## config.mk

```make
export PLATFORM = sky130hd
export DESIGN_NAME = sdm_drive_flat
export DESIGN_NICKNAME = d
export VERILOG_FILES = /design/src/inc/sdm_pkg.sv /design/src/inc/sdm_if.sv /design/src/logic/sdm_drive.sv /design/src/flat_wrapper.sv
export SDC_FILE = /design/constraint.sdc
export NUM_CORES = 1
export LEC_CHECK = 0
export BUFFER_PORTS_ARGS = -buffer_cell sky130_fd_sc_hd__buf_4
export CAP_MARGIN = 40
export CORE_MARGIN = 5
export CORE_UTILIZATION = 40
export DETAILED_ROUTE_END_ITERATION = 16
export GPL_ROUTABILITY_DRIVEN = 0
export HOLD_SLACK_MARGIN = 0.08
export PLACE_DENSITY_LB_ADDON = 0.12
export REMOVE_ABC_BUFFERS = 1
export SYNTH_ARGS = -nofsm -noshare
export SYNTH_HDL_FRONTEND = slang
export SYNTH_SLANG_ARGS = --single-unit
```

## constraint.sdc

```tcl
create_clock -name mclk -period 3.2 [get_ports mclk]
set_input_delay 0.8 -clock mclk [delete_from_list [all_inputs] [get_ports mclk]]
set_output_delay 0.8 -clock mclk [all_outputs]
set_load 0.01 [all_outputs]
```

## src/inc/sdm_pkg.sv

```systemverilog
// Purpose: Shared constants for the step/direction fault monitor ends
// Assumes: 100 MHz clock
// Notes:   Times in ns (idle in ms); link counts derived by expression, blink counts given as cycles
package sdm_pkg;
  // ----------------------------------------------------------------
  // Timing
  // ----------------------------------------------------------------
  localparam int CLK_NS          = 10;
  localparam int T_EN_DIR_NS     = 5000;
  localparam int T_DIR_STEP_NS   = 5000;
  localparam int T_HIGH_NS       = 2500;
  localparam int T_LOW_NS        = 2500;
  localparam int T_IDLE_MS       = 1000;
  localparam int EN_DIR_CYC      = (T_EN_DIR_NS + CLK_NS - 1) / CLK_NS;
  localparam int DIR_STEP_CYC    = (T_DIR_STEP_NS + CLK_NS - 1) / CLK_NS;
  localparam int HIGH_CYC        = (T_HIGH_NS + CLK_NS - 1) / CLK_NS;
  localparam int LOW_CYC         = (T_LOW_NS + CLK_NS - 1) / CLK_NS;
  localparam int IDLE_CYC        = T_IDLE_MS * (1000000 / CLK_NS);
  // ----------------------------------------------------------------
  // Blink code
  // ----------------------------------------------------------------
  localparam int BLINK_ON_CYC    = 30000000;
  localparam int BLINK_OFF_CYC   = 30000000;
  localparam int BLINK_GAP_CYC   = 150000000;
  localparam logic [1:0] OC_BLINKS = 2'h1;
  localparam logic [1:0] OV_BLINKS = 2'h2;
  // ----------------------------------------------------------------
  // Reset values
  // ----------------------------------------------------------------
  localparam logic [15:0] POS_RST = 16'h0000;
  typedef enum logic [1:0] {
    SDM_IDLE = 2'b00,
    SDM_ON   = 2'b01,
    SDM_OFF  = 2'b10,
    SDM_GAP  = 2'b11
  } sdm_blink_t;
  typedef enum logic [1:0] {
    SDM_H_IDLE = 2'b00,
    SDM_H_DIR  = 2'b01,
    SDM_H_HIGH = 2'b10,
    SDM_H_LOW  = 2'b11
  } sdm_host_t;
endpackage

```

## src/inc/sdm_if.sv

```systemverilog
// Purpose: Link between motion controller and drive logic
// Assumes: One clock, pins driven push-pull
// Notes:   No clocking block
`timescale 1ns/1ns
interface sdm_if;
  logic output_permit;
  logic motion_sense;
  logic step_strobe;
  modport drive (input output_permit, input motion_sense, input step_strobe);
  modport ctrl  (output output_permit, output motion_sense, output step_strobe);
endinterface

```

## src/logic/sdm_drive.sv

```systemverilog
// Purpose: Drive end: step/direction intake, fault latch, blink code
// Assumes: Link pins asynchronous to mclk; fault inputs are comparator levels
// Notes:   Faults clear only by rst_n (power-up)
`timescale 1ns/1ns
// Operation
// - Permit settles 5 us before direction
// - Direction steady 5 us before step
// - Step high phase at least 2.5 us
// - Step low phase at least 2.5 us
// - Over-current fault, first priority, one blink
// - Over-voltage fault, second priority, two blinks
// - Fault de-energises phases and blinks LED
// - Faults latch until power-up reset
// - Disabled drive ignores step pulses
// - Standstill halves current after one second
module sdm_drive #(
  parameter int IDLE_CYC  = sdm_pkg::IDLE_CYC,
  parameter int ON_CYC    = sdm_pkg::BLINK_ON_CYC,
  parameter int OFF_CYC   = sdm_pkg::BLINK_OFF_CYC,
  parameter int GAP_CYC   = sdm_pkg::BLINK_GAP_CYC
) (
  // Clock and reset
  input  wire logic        mclk,
  input  wire logic        rst_n,
  input  wire logic        ce,
  // Sensors and switches
  input  wire logic        over_current,
  input  wire logic        over_voltage,
  input  wire logic        standstill_select,
  // Link
  sdm_if.drive             lnk,
  // Outputs
  output logic             phase_enable_ff,
  output logic             half_current_ff,
  output logic             red_led_ff,
  output logic [15:0]      position_ff,
  output logic             timing_error_ff,
  output logic             oc_fault_ff,
  output logic             ov_fault_ff
);
  // ----------------------------------------------------------------
  // Synchronisers
  // ----------------------------------------------------------------
  // Every pin crosses two flops; only the second stage is ever read
  localparam int NSYNC = 6;
  wire  [NSYNC-1:0] pin_raw = {standstill_select, over_voltage, over_current,
                               lnk.output_permit, lnk.motion_sense, lnk.step_strobe};
  wire  [NSYNC-1:0] pin_s;
  for (genvar gi = 0; gi < NSYNC; gi++) begin : g_sync
    logic s1_ff;
    logic s2_ff;
    always_ff @(posedge mclk or negedge rst_n) begin
      if (!rst_n) begin
        s1_ff <= 1'b0;
        s2_ff <= 1'b0;
      end else if (ce) begin
        s1_ff <= pin_raw[gi];
        s2_ff <= s1_ff;
      end
    end
    assign pin_s[gi] = s2_ff;
  end
  wire  stp_s  = pin_s[0];
  wire  dir_s  = pin_s[1];
  wire  en_s   = pin_s[2];
  wire  oc_s   = pin_s[3];
  wire  ov_s   = pin_s[4];
  wire  hold_s = pin_s[5];
  logic stp_d_ff, dir_d_ff, en_d_ff;
  wire  rise   = stp_s && !stp_d_ff;
  wire  fall   = !stp_s && stp_d_ff;
  wire  fault  = oc_fault_ff || ov_fault_ff;
  // ----------------------------------------------------------------
  // Timing checks on the controller side
  // ----------------------------------------------------------------
  // Age counters saturate so a long idle never wraps into a false short.
  // Both ends of a gap pass the same flops, so a legal gap of N cycles
  // shows here as an age of N - 1 when the second edge is seen.
  localparam int NAGE = 3;
  wire [NAGE-1:0]       age_clr = {rise || fall, dir_s != dir_d_ff, en_s != en_d_ff};
  wire [NAGE-1:0][15:0] age_w;
  for (genvar ga = 0; ga < NAGE; ga++) begin : g_age
    logic [15:0] age_ff;
    wire         age_top = age_ff == 16'hFFFF;
    always_ff @(posedge mclk or negedge rst_n) begin
      if (!rst_n) begin
        age_ff <= 16'hFFFF;
      end else if (ce) begin
        if (age_clr[ga]) begin
          age_ff <= 16'h0000;
        end else if (!age_top) begin
          age_ff <= age_ff + 16'h0001;
        end
      end
    end
    assign age_w[ga] = age_ff;
  end
  wire [15:0] en_age       = age_w[0];
  wire [15:0] dir_age      = age_w[1];
  wire [15:0] lvl_age      = age_w[2];
  wire        dir_bad      = rise && dir_age < 16'(sdm_pkg::DIR_STEP_CYC - 1);
  wire        hi_bad       = fall && lvl_age < 16'(sdm_pkg::HIGH_CYC - 1);
  wire        lo_bad       = rise && lvl_age < 16'(sdm_pkg::LOW_CYC - 1);
  wire        en_bad       = age_clr[1] && en_age < 16'(sdm_pkg::EN_DIR_CYC - 1);
  wire        step_ok      = rise && en_s && !fault;
  wire [15:0] nxt_position = dir_s ? position_ff + 16'h0001 : position_ff - 16'h0001;
  always_ff @(posedge mclk or negedge rst_n) begin
    if (!rst_n) begin
      stp_d_ff <= 1'b0;
      dir_d_ff <= 1'b0;
      en_d_ff <= 1'b0;
      timing_error_ff <= 1'b0;
      position_ff <= sdm_pkg::POS_RST;
    end else if (ce) begin
      stp_d_ff <= stp_s;
      dir_d_ff <= dir_s;
      en_d_ff <= en_s;
      timing_error_ff <= dir_bad || hi_bad || lo_bad || en_bad;
      if (step_ok) begin
        position_ff <= nxt_position;
      end
    end
  end
  // ----------------------------------------------------------------
  // Fault latch
  // ----------------------------------------------------------------
  // Set wins over everything; only rst_n clears a latched fault
  wire nxt_phase_enable = en_s && !fault && !oc_s && !ov_s;
  always_ff @(posedge mclk or negedge rst_n) begin
    if (!rst_n) begin
      oc_fault_ff <= 1'b0;
      ov_fault_ff <= 1'b0;
      phase_enable_ff <= 1'b0;
    end else if (ce) begin
      if (oc_s) oc_fault_ff <= 1'b1;
      if (ov_s) ov_fault_ff <= 1'b1;
      phase_enable_ff <= nxt_phase_enable;
    end
  end
  // ----------------------------------------------------------------
  // Standstill reduction
  // ----------------------------------------------------------------
  // The idle count stops at its end value so it never wraps to full current
  logic [31:0] idle_ff;
  wire         idle_done = idle_ff == 32'(IDLE_CYC);
  wire         nxt_half  = !hold_s && !step_ok && idle_done;
  always_ff @(posedge mclk or negedge rst_n) begin
    if (!rst_n) begin
      idle_ff <= 32'h00000000;
      half_current_ff <= 1'b0;
    end else if (ce) begin
      if (step_ok) begin
        idle_ff <= 32'h00000000;
      end else if (!idle_done) begin
        idle_ff <= idle_ff + 32'h00000001;
      end
      half_current_ff <= nxt_half;
    end
  end
  // ----------------------------------------------------------------
  // Blink code
  // ----------------------------------------------------------------
  // Code chosen at group start so a new fault never cuts a group short
  sdm_pkg::sdm_blink_t bst_ff;
  logic [31:0] bcnt_ff;
  logic [1:0]  left_ff;
  wire [1:0] code = oc_fault_ff ? sdm_pkg::OC_BLINKS : sdm_pkg::OV_BLINKS;
  wire       on_end  = bcnt_ff == 32'(ON_CYC - 1);
  wire       off_end = bcnt_ff == 32'(OFF_CYC - 1);
  wire       gap_end = bcnt_ff == 32'(GAP_CYC - 1);
  wire       last_on = left_ff == 2'h1;
  always_ff @(posedge mclk or negedge rst_n) begin
    if (!rst_n) begin
      bst_ff <= sdm_pkg::SDM_IDLE;
      bcnt_ff <= 32'h00000000;
      left_ff <= 2'h0;
      red_led_ff <= 1'b0;
    end else if (ce) begin
      bcnt_ff <= bcnt_ff + 32'h00000001;
      unique case (bst_ff)
        sdm_pkg::SDM_IDLE: begin
          if (fault) begin
            bst_ff <= sdm_pkg::SDM_ON;
            left_ff <= code;
            red_led_ff <= 1'b1;
            bcnt_ff <= 32'h00000000;
          end
        end
        sdm_pkg::SDM_ON: begin
          if (on_end) begin
            red_led_ff <= 1'b0;
            bcnt_ff <= 32'h00000000;
            left_ff <= left_ff - 2'h1;
            bst_ff <= last_on ? sdm_pkg::SDM_GAP : sdm_pkg::SDM_OFF;
          end
        end
        sdm_pkg::SDM_OFF: begin
          if (off_end) begin
            red_led_ff <= 1'b1;
            bcnt_ff <= 32'h00000000;
            bst_ff <= sdm_pkg::SDM_ON;
          end
        end
        sdm_pkg::SDM_GAP: begin
          if (gap_end) begin
            bst_ff <= sdm_pkg::SDM_IDLE;
          end
        end
      endcase
    end
  end
endmodule // sdm_drive

```

## src/flat_wrapper.sv

```systemverilog
// flat-port wrapper written by rule: the top's interface ports become plain ports
module sdm_drive_flat 
#(
  parameter int IDLE_CYC  = sdm_pkg::IDLE_CYC,
  parameter int ON_CYC    = sdm_pkg::BLINK_ON_CYC,
  parameter int OFF_CYC   = sdm_pkg::BLINK_OFF_CYC,
  parameter int GAP_CYC   = sdm_pkg::BLINK_GAP_CYC
)
  (mclk, rst_n, ce, over_current, over_voltage, standstill_select, phase_enable_ff, half_current_ff, red_led_ff, position_ff, timing_error_ff, oc_fault_ff, ov_fault_ff, lnk_output_permit, lnk_motion_sense, lnk_step_strobe);
  sdm_if lnk_i ();
  input  wire logic mclk;
  input  wire logic rst_n;
  input  wire logic ce;
  input  wire logic over_current;
  input  wire logic over_voltage;
  input  wire logic standstill_select;
  output logic phase_enable_ff;
  output logic half_current_ff;
  output logic red_led_ff;
  output logic [15:0] position_ff;
  output logic timing_error_ff;
  output logic oc_fault_ff;
  output logic ov_fault_ff;
  input wire logic [$bits(lnk_i.output_permit)-1:0] lnk_output_permit;
  input wire logic [$bits(lnk_i.motion_sense)-1:0] lnk_motion_sense;
  input wire logic [$bits(lnk_i.step_strobe)-1:0] lnk_step_strobe;
  assign lnk_i.output_permit = lnk_output_permit;
  assign lnk_i.motion_sense = lnk_motion_sense;
  assign lnk_i.step_strobe = lnk_step_strobe;
  sdm_drive #(.IDLE_CYC(IDLE_CYC), .ON_CYC(ON_CYC), .OFF_CYC(OFF_CYC), .GAP_CYC(GAP_CYC)) u_core (.mclk(mclk), .rst_n(rst_n), .ce(ce), .over_current(over_current), .over_voltage(over_voltage), .standstill_select(standstill_select), .lnk(lnk_i), .phase_enable_ff(phase_enable_ff), .half_current_ff(half_current_ff), .red_led_ff(red_led_ff), .position_ff(position_ff), .timing_error_ff(timing_error_ff), .oc_fault_ff(oc_fault_ff), .ov_fault_ff(ov_fault_ff));
endmodule
```

## Word level (Yosys, flattened, before mapping)

Cells that the tools add are included.

- Logic and storage cells: 125
- Register bits: 153
- Output and inout bits: 22

- Reductions and logical operators: 39
- Order comparisons: 3
- Muxes and demuxes: 26
- Add/subtract/negate cells: 8
- Equality and inequality tests: 20

Operators with widths:

| operator | count |
|---|---|
| $mux 32 | 4 |
| $mux 16 | 7 |
| $add 16x1->16 const B | 4 |
| $add 32x1->32 const B | 2 |
| $pmux 32 s2 | 1 |
| $eq 16x16->1 const B | 3 |
| $eq 32x25->1 const B | 1 |
| $eq 32x27->1 const B | 1 |
| $eq 32x28->1 const B | 1 |
| $lt 16x9->1 const B | 2 |
| $lt 16x8->1 const B | 1 |
| $ne 2x1->1 const B | 8 |
| $sub 16x1->16 const B | 1 |
| $mux 2 | 7 |
| $reduce_and 2->1 | 7 |
| $logic_and 1x1->1 | 13 |
| $reduce_and 5->1 | 2 |
| $pmux 2 s4 | 1 |
| $logic_not 1->1 | 7 |
| $logic_or 1x1->1 | 5 |
| $eq 2x1->1 const B | 2 |
| $eq 2x2->1 const B | 2 |
| $mux 1 | 4 |
| $pmux 2 s2 | 1 |
| 8 further kinds | 9 |

## Depth between registers and ports, before layout

- Depth after elaboration: 7
- Depth in mapped cells: 11

## Least setup slack after synthesis

OpenSTA, ideal clock, no wires.

- Path kind: reg2reg
- Start point: register u_core.g_sync[1].s2_ff (netlist: u_core.dir_s)
- End point: register u_core.position_ff[15]
- Required time: 3.070 ns
- Setup slack: 0.762 ns
- Cell stages (with the launch flop): 9
- Arrival: 2.308 ns
- Path buffers: 0
- Library setup time: 0.130 ns
- Clock period less this slack: 2.438 ns
- Path through: dfrtp_1 > inv_1 > ha_1 > a21o_1 > a31o_2 > a221oi_1 > o31ai_1 > mux2i_1 > o31ai_1

- Cells in the longest elaborated chain, start to end: 1

Ends and longest elaborated chain:

| item | RTL line | RTL |
|---|---|---|
| start: declaration | sdm_drive.sv:51 | `logic s2_ff;` |
| start signal: assignment | sdm_drive.sv:55 | `s2_ff <= 1'b0;` |
| start signal: assignment | sdm_drive.sv:58 | `s2_ff <= s1_ff;` |
| $mux 16 | sdm_drive.sv:106 | `wire [15:0] nxt_position = dir_s ? position_ff + 16'h0001 : position_ff - 16'h0001;` |
| end signal: assignment | sdm_drive.sv:113 | `position_ff <= sdm_pkg::POS_RST;` |
| end signal: assignment | sdm_drive.sv:120 | `position_ff <= nxt_position;` |
| end: declaration | sdm_drive.sv:36 | `output logic [15:0] position_ff,` |

No other way between the ends.
A chain may end at the register's enable or synchronous reset.

## Final worst setup path

Ends and elaborated chain as after synthesis.

==> results_dict.tcl <==
set metrics [dict create \
    clk_latency_ps 410 \
    yosysTopAreaCellShare_pct 30.9 \
    grt_pass1_vias 6458 \
    worstSetupEndpointType "register" \
    ys_seq_area_share_pct 45.8 \
    grt_usage_pct 15.7 \
    hpwl_mm 12.4 \
    routed_via_density 5.30 \
    synth_top_family_by_area "simple AND/OR/NAND/NOR gates" \
    drtIter0Drc 266 \
    cp_max_fo 20 \
    layoutNonFillerInstCount 1238 \
    die_area_um2 24300 \
    diodes 0 \
    finalSetupViolCount 0 \
    grt_pass1_wl_mm 31.6 \
    slew_violations 0 \
    maxCapViolations 0 \
    syn_avg_cell_area_um2 9.28 \
    clkSinkCount 153 \
    hold_path_class "input port to async pin" \
    routedWlPerCell_um 14.6 \
    postRouteAntennaNets 0 \
    cellLeakagePower_uw 0.00398 \
    yosysMostFrequentCell "nor2_1" \
    grt_max_degree 74 \
    maxSlewHeadroom_pct 45.4 \
    post_cts_buffers 0 \
    outcome "finished clean" \
    required_ps 3490 \
    worst_pin_slew_ps 815 \
    synth_area_um2 8500 \
    rsz0062_at_grt "no" \
    synthCells 916 \
    dpl-instance-area_um2 9090 \
    grt_overflow 0 \
    critPathKind "register to register" \
    die_h_um 156 \
    fmax_ghz 0.367 \
    synth_top_cell_by_area "dfrtp_1" \
    drive_gt1_share_pct 15.9 \
    synth_edf_count 0 \
    synthMuxAreaShare_pct 2.19 \
    synthesis.yosys.warnings 0 \
    synth_compound_area_share_pct 11.0 \
    r2r-start "u_core.dir_s" \
    clk_pin_slew_ps 60 \
    core_area_um2 21000 \
    htree_levels 4 \
    start_util_pct 40.6 \
    route.detailed.drc 0 \
    fp.dieW_um 156 \
    finalHoldViolCount 0 \
    wl_mm 18.0 \
    post-route-min-period_ps 2720 \
    synthToLayoutAreaGrowth_pct 13.5 \
    finalNetCount 988 \
    power_density_nw_per_um2 517 \
    fp-row-count 53 \
    cts_tree "built" \
    io_buffers 30 \
    ys_ff_latch 153 \
    antenna_found_initial 0 \
    cts_buffers 17 \
    fin_worst_skew_ps 8.84 \
    dr_total_vias 6567 \
    yosys.area_share.adder_pct 4.36 \
    synth_area_leaders "dfrtp_1, dfstp_2, nor2_1, xor2_1, ha_1" \
    post_cts_resized 0 \
    firstDrtPassIters 4 \
    cts_root_buffer "clkbuf_16" \
    cp.arrival_ps 3010 \
    yosys.cell_types.count 65 \
    fin_setup_tns_ps 0 \
    async_reset_ff_share_pct 100 \
    ir_worst_vdd_uv 306 \
    synth_flop_cell "dfrtp_1" \
    cts.path.max_buffers 2 \
    synth_xor_area_share_pct 9.17 \
    placedCellCount 1206 \
    period_share_pct 85.1 \
    crit_path_start_kind "register" \
    totalPowerFinal_uw 4980 \
    startpoint "u_core.dir_s" \
    hold_buffers 0 \
    synth-simple-area-share_pct 24.6 \
    ioPinCount 31 \
    finalInstanceArea_um2 9640 \
    synth_commonest_cells "nor2_1, dfrtp_1, nand2_1, nand3_1, o21ai_0" \
]
cell usage in the layout, fill, tap and decap left out, types with 3 or more instances in the layout:
master | netlist | layout
o211ai_1 | 4 | 4
xor2_1 | 49 | 49
a21o_1 | 10 | 10
nor2b_1 | 5 | 5
clkbuf_16 | 0 | 18
a31oi_1 | 8 | 8
or2_2 | 4 | 4
or4_1 | 5 | 5
nand4_1 | 29 | 29
nor3_1 | 30 | 30
clkinv_4 | 0 | 3
inv_1 | 33 | 33
mux2i_1 | 4 | 4
o21ai_0 | 51 | 51
mux2_2 | 13 | 13
or4b_2 | 3 | 3
a21oi_1 | 25 | 25
o21bai_1 | 5 | 5
and3_1 | 14 | 14
dfstp_2 | 48 | 48
nor4_1 | 15 | 15
o31ai_1 | 13 | 13
nand2b_1 | 5 | 5
xnor2_1 | 40 | 40
buf_12 | 0 | 3
nor2_1 | 118 | 117
ha_1 | 28 | 28
dfrtp_1 | 105 | 105
and2_1 | 10 | 10
nand3_1 | 56 | 56
a211oi_1 | 3 | 3
buf_4 | 4 | 41
nor3b_1 | 4 | 4
or3_1 | 14 | 14
and4_1 | 6 | 6
nand2_1 | 88 | 88
o2111ai_1 | 5 | 5
clkinv_2 | 0 | 4
final cells by class:
| cell class | count | area [um^2] |
|---|---|---|
| clock buffers | 22 | 485 |
| clock inverters | 10 | 66.3 |
| fillers | 2081 | 11300 |
| inverters | 33 | 124 |
| multi-input cells | 700 | 4360 |
| flip-flops and latches | 153 | 3890 |
| well taps | 275 | 344 |
| repair buffers | 45 | 379 |
flip-flops by register name (all words and copies together), names as in the netlist, 2 cells and up:
signal and count:
u_core.bcnt_ff 32, u_core.idle_ff 32, u_core.dir_age 16, u_core.en_age 16, u_core.g_age.age_ff 16, u_core.position_ff 16
u_core.g_sync.s1_ff 6, u_core.g_sync.s2_ff 4, u_core.bst_ff 2, u_core.left_ff 2
critical path, stage by stage (launching register included):
cell and delay [ps]:
dfrtp_1 380, inv_1 470, ha_1 400, a21o_1 210, a31o_2 250, a221oi_1 460
o31ai_1 170, mux2i_1 170, o31ai_1 80
per-stage QoR:
stage / hold WS, ps / utilization (%) / worst slack (ps)
2_1_floorplan: 430 / - / 321
3_3_place_gp: 442 / 43.4 / 556
3_5_place_dp: 455 / 43.4 / 479
4_1_cts: 443 / 46.0 / 454
5_1_grt: 474 / 46.0 / 217
6_report: 441 / 46.0 / 475
metal layers:
layer  routed length [um]  up-vias  track usage [%]
li1                     -     3320                -
met1                 9180     3142             22.2
met2                 8180       85             24.8
met3                  479       20             3.00
met4                  202        0             4.29
met5                    0        -                0
final timing paths:
path,to,slack [ps],depth (start not counted)
max,u_core.position_ff[15],480,8
min,u_core.stp_d_ff,440,1
max reg2reg,u_core.position_ff[15],480,8
min reg2reg,u_core.half_current_ff,450,1
max in group asynchronous,u_core.en_age[11],2040,2
min in group mclk,u_core.half_current_ff,450,1
logic make-up (layout without fill, tap and decap cells):
kind of cell,after synthesis,after routing
simple gates,419,419
flops,153,153
fa+ha+maj,29,29
mux,17,17
xor+xnor,89,89
compound gates,146,146
buf+inv,63,110
where the power goes:
group          internal [uW]  switching [uW]  leakage, uW  total [uW]
Clock                   1080             797     0.000276        1880
Sequential              2120             166      0.00188        2290
Combinational            348             472      0.00183         820
Note: power is estimated with default switching activity, not from simulation.
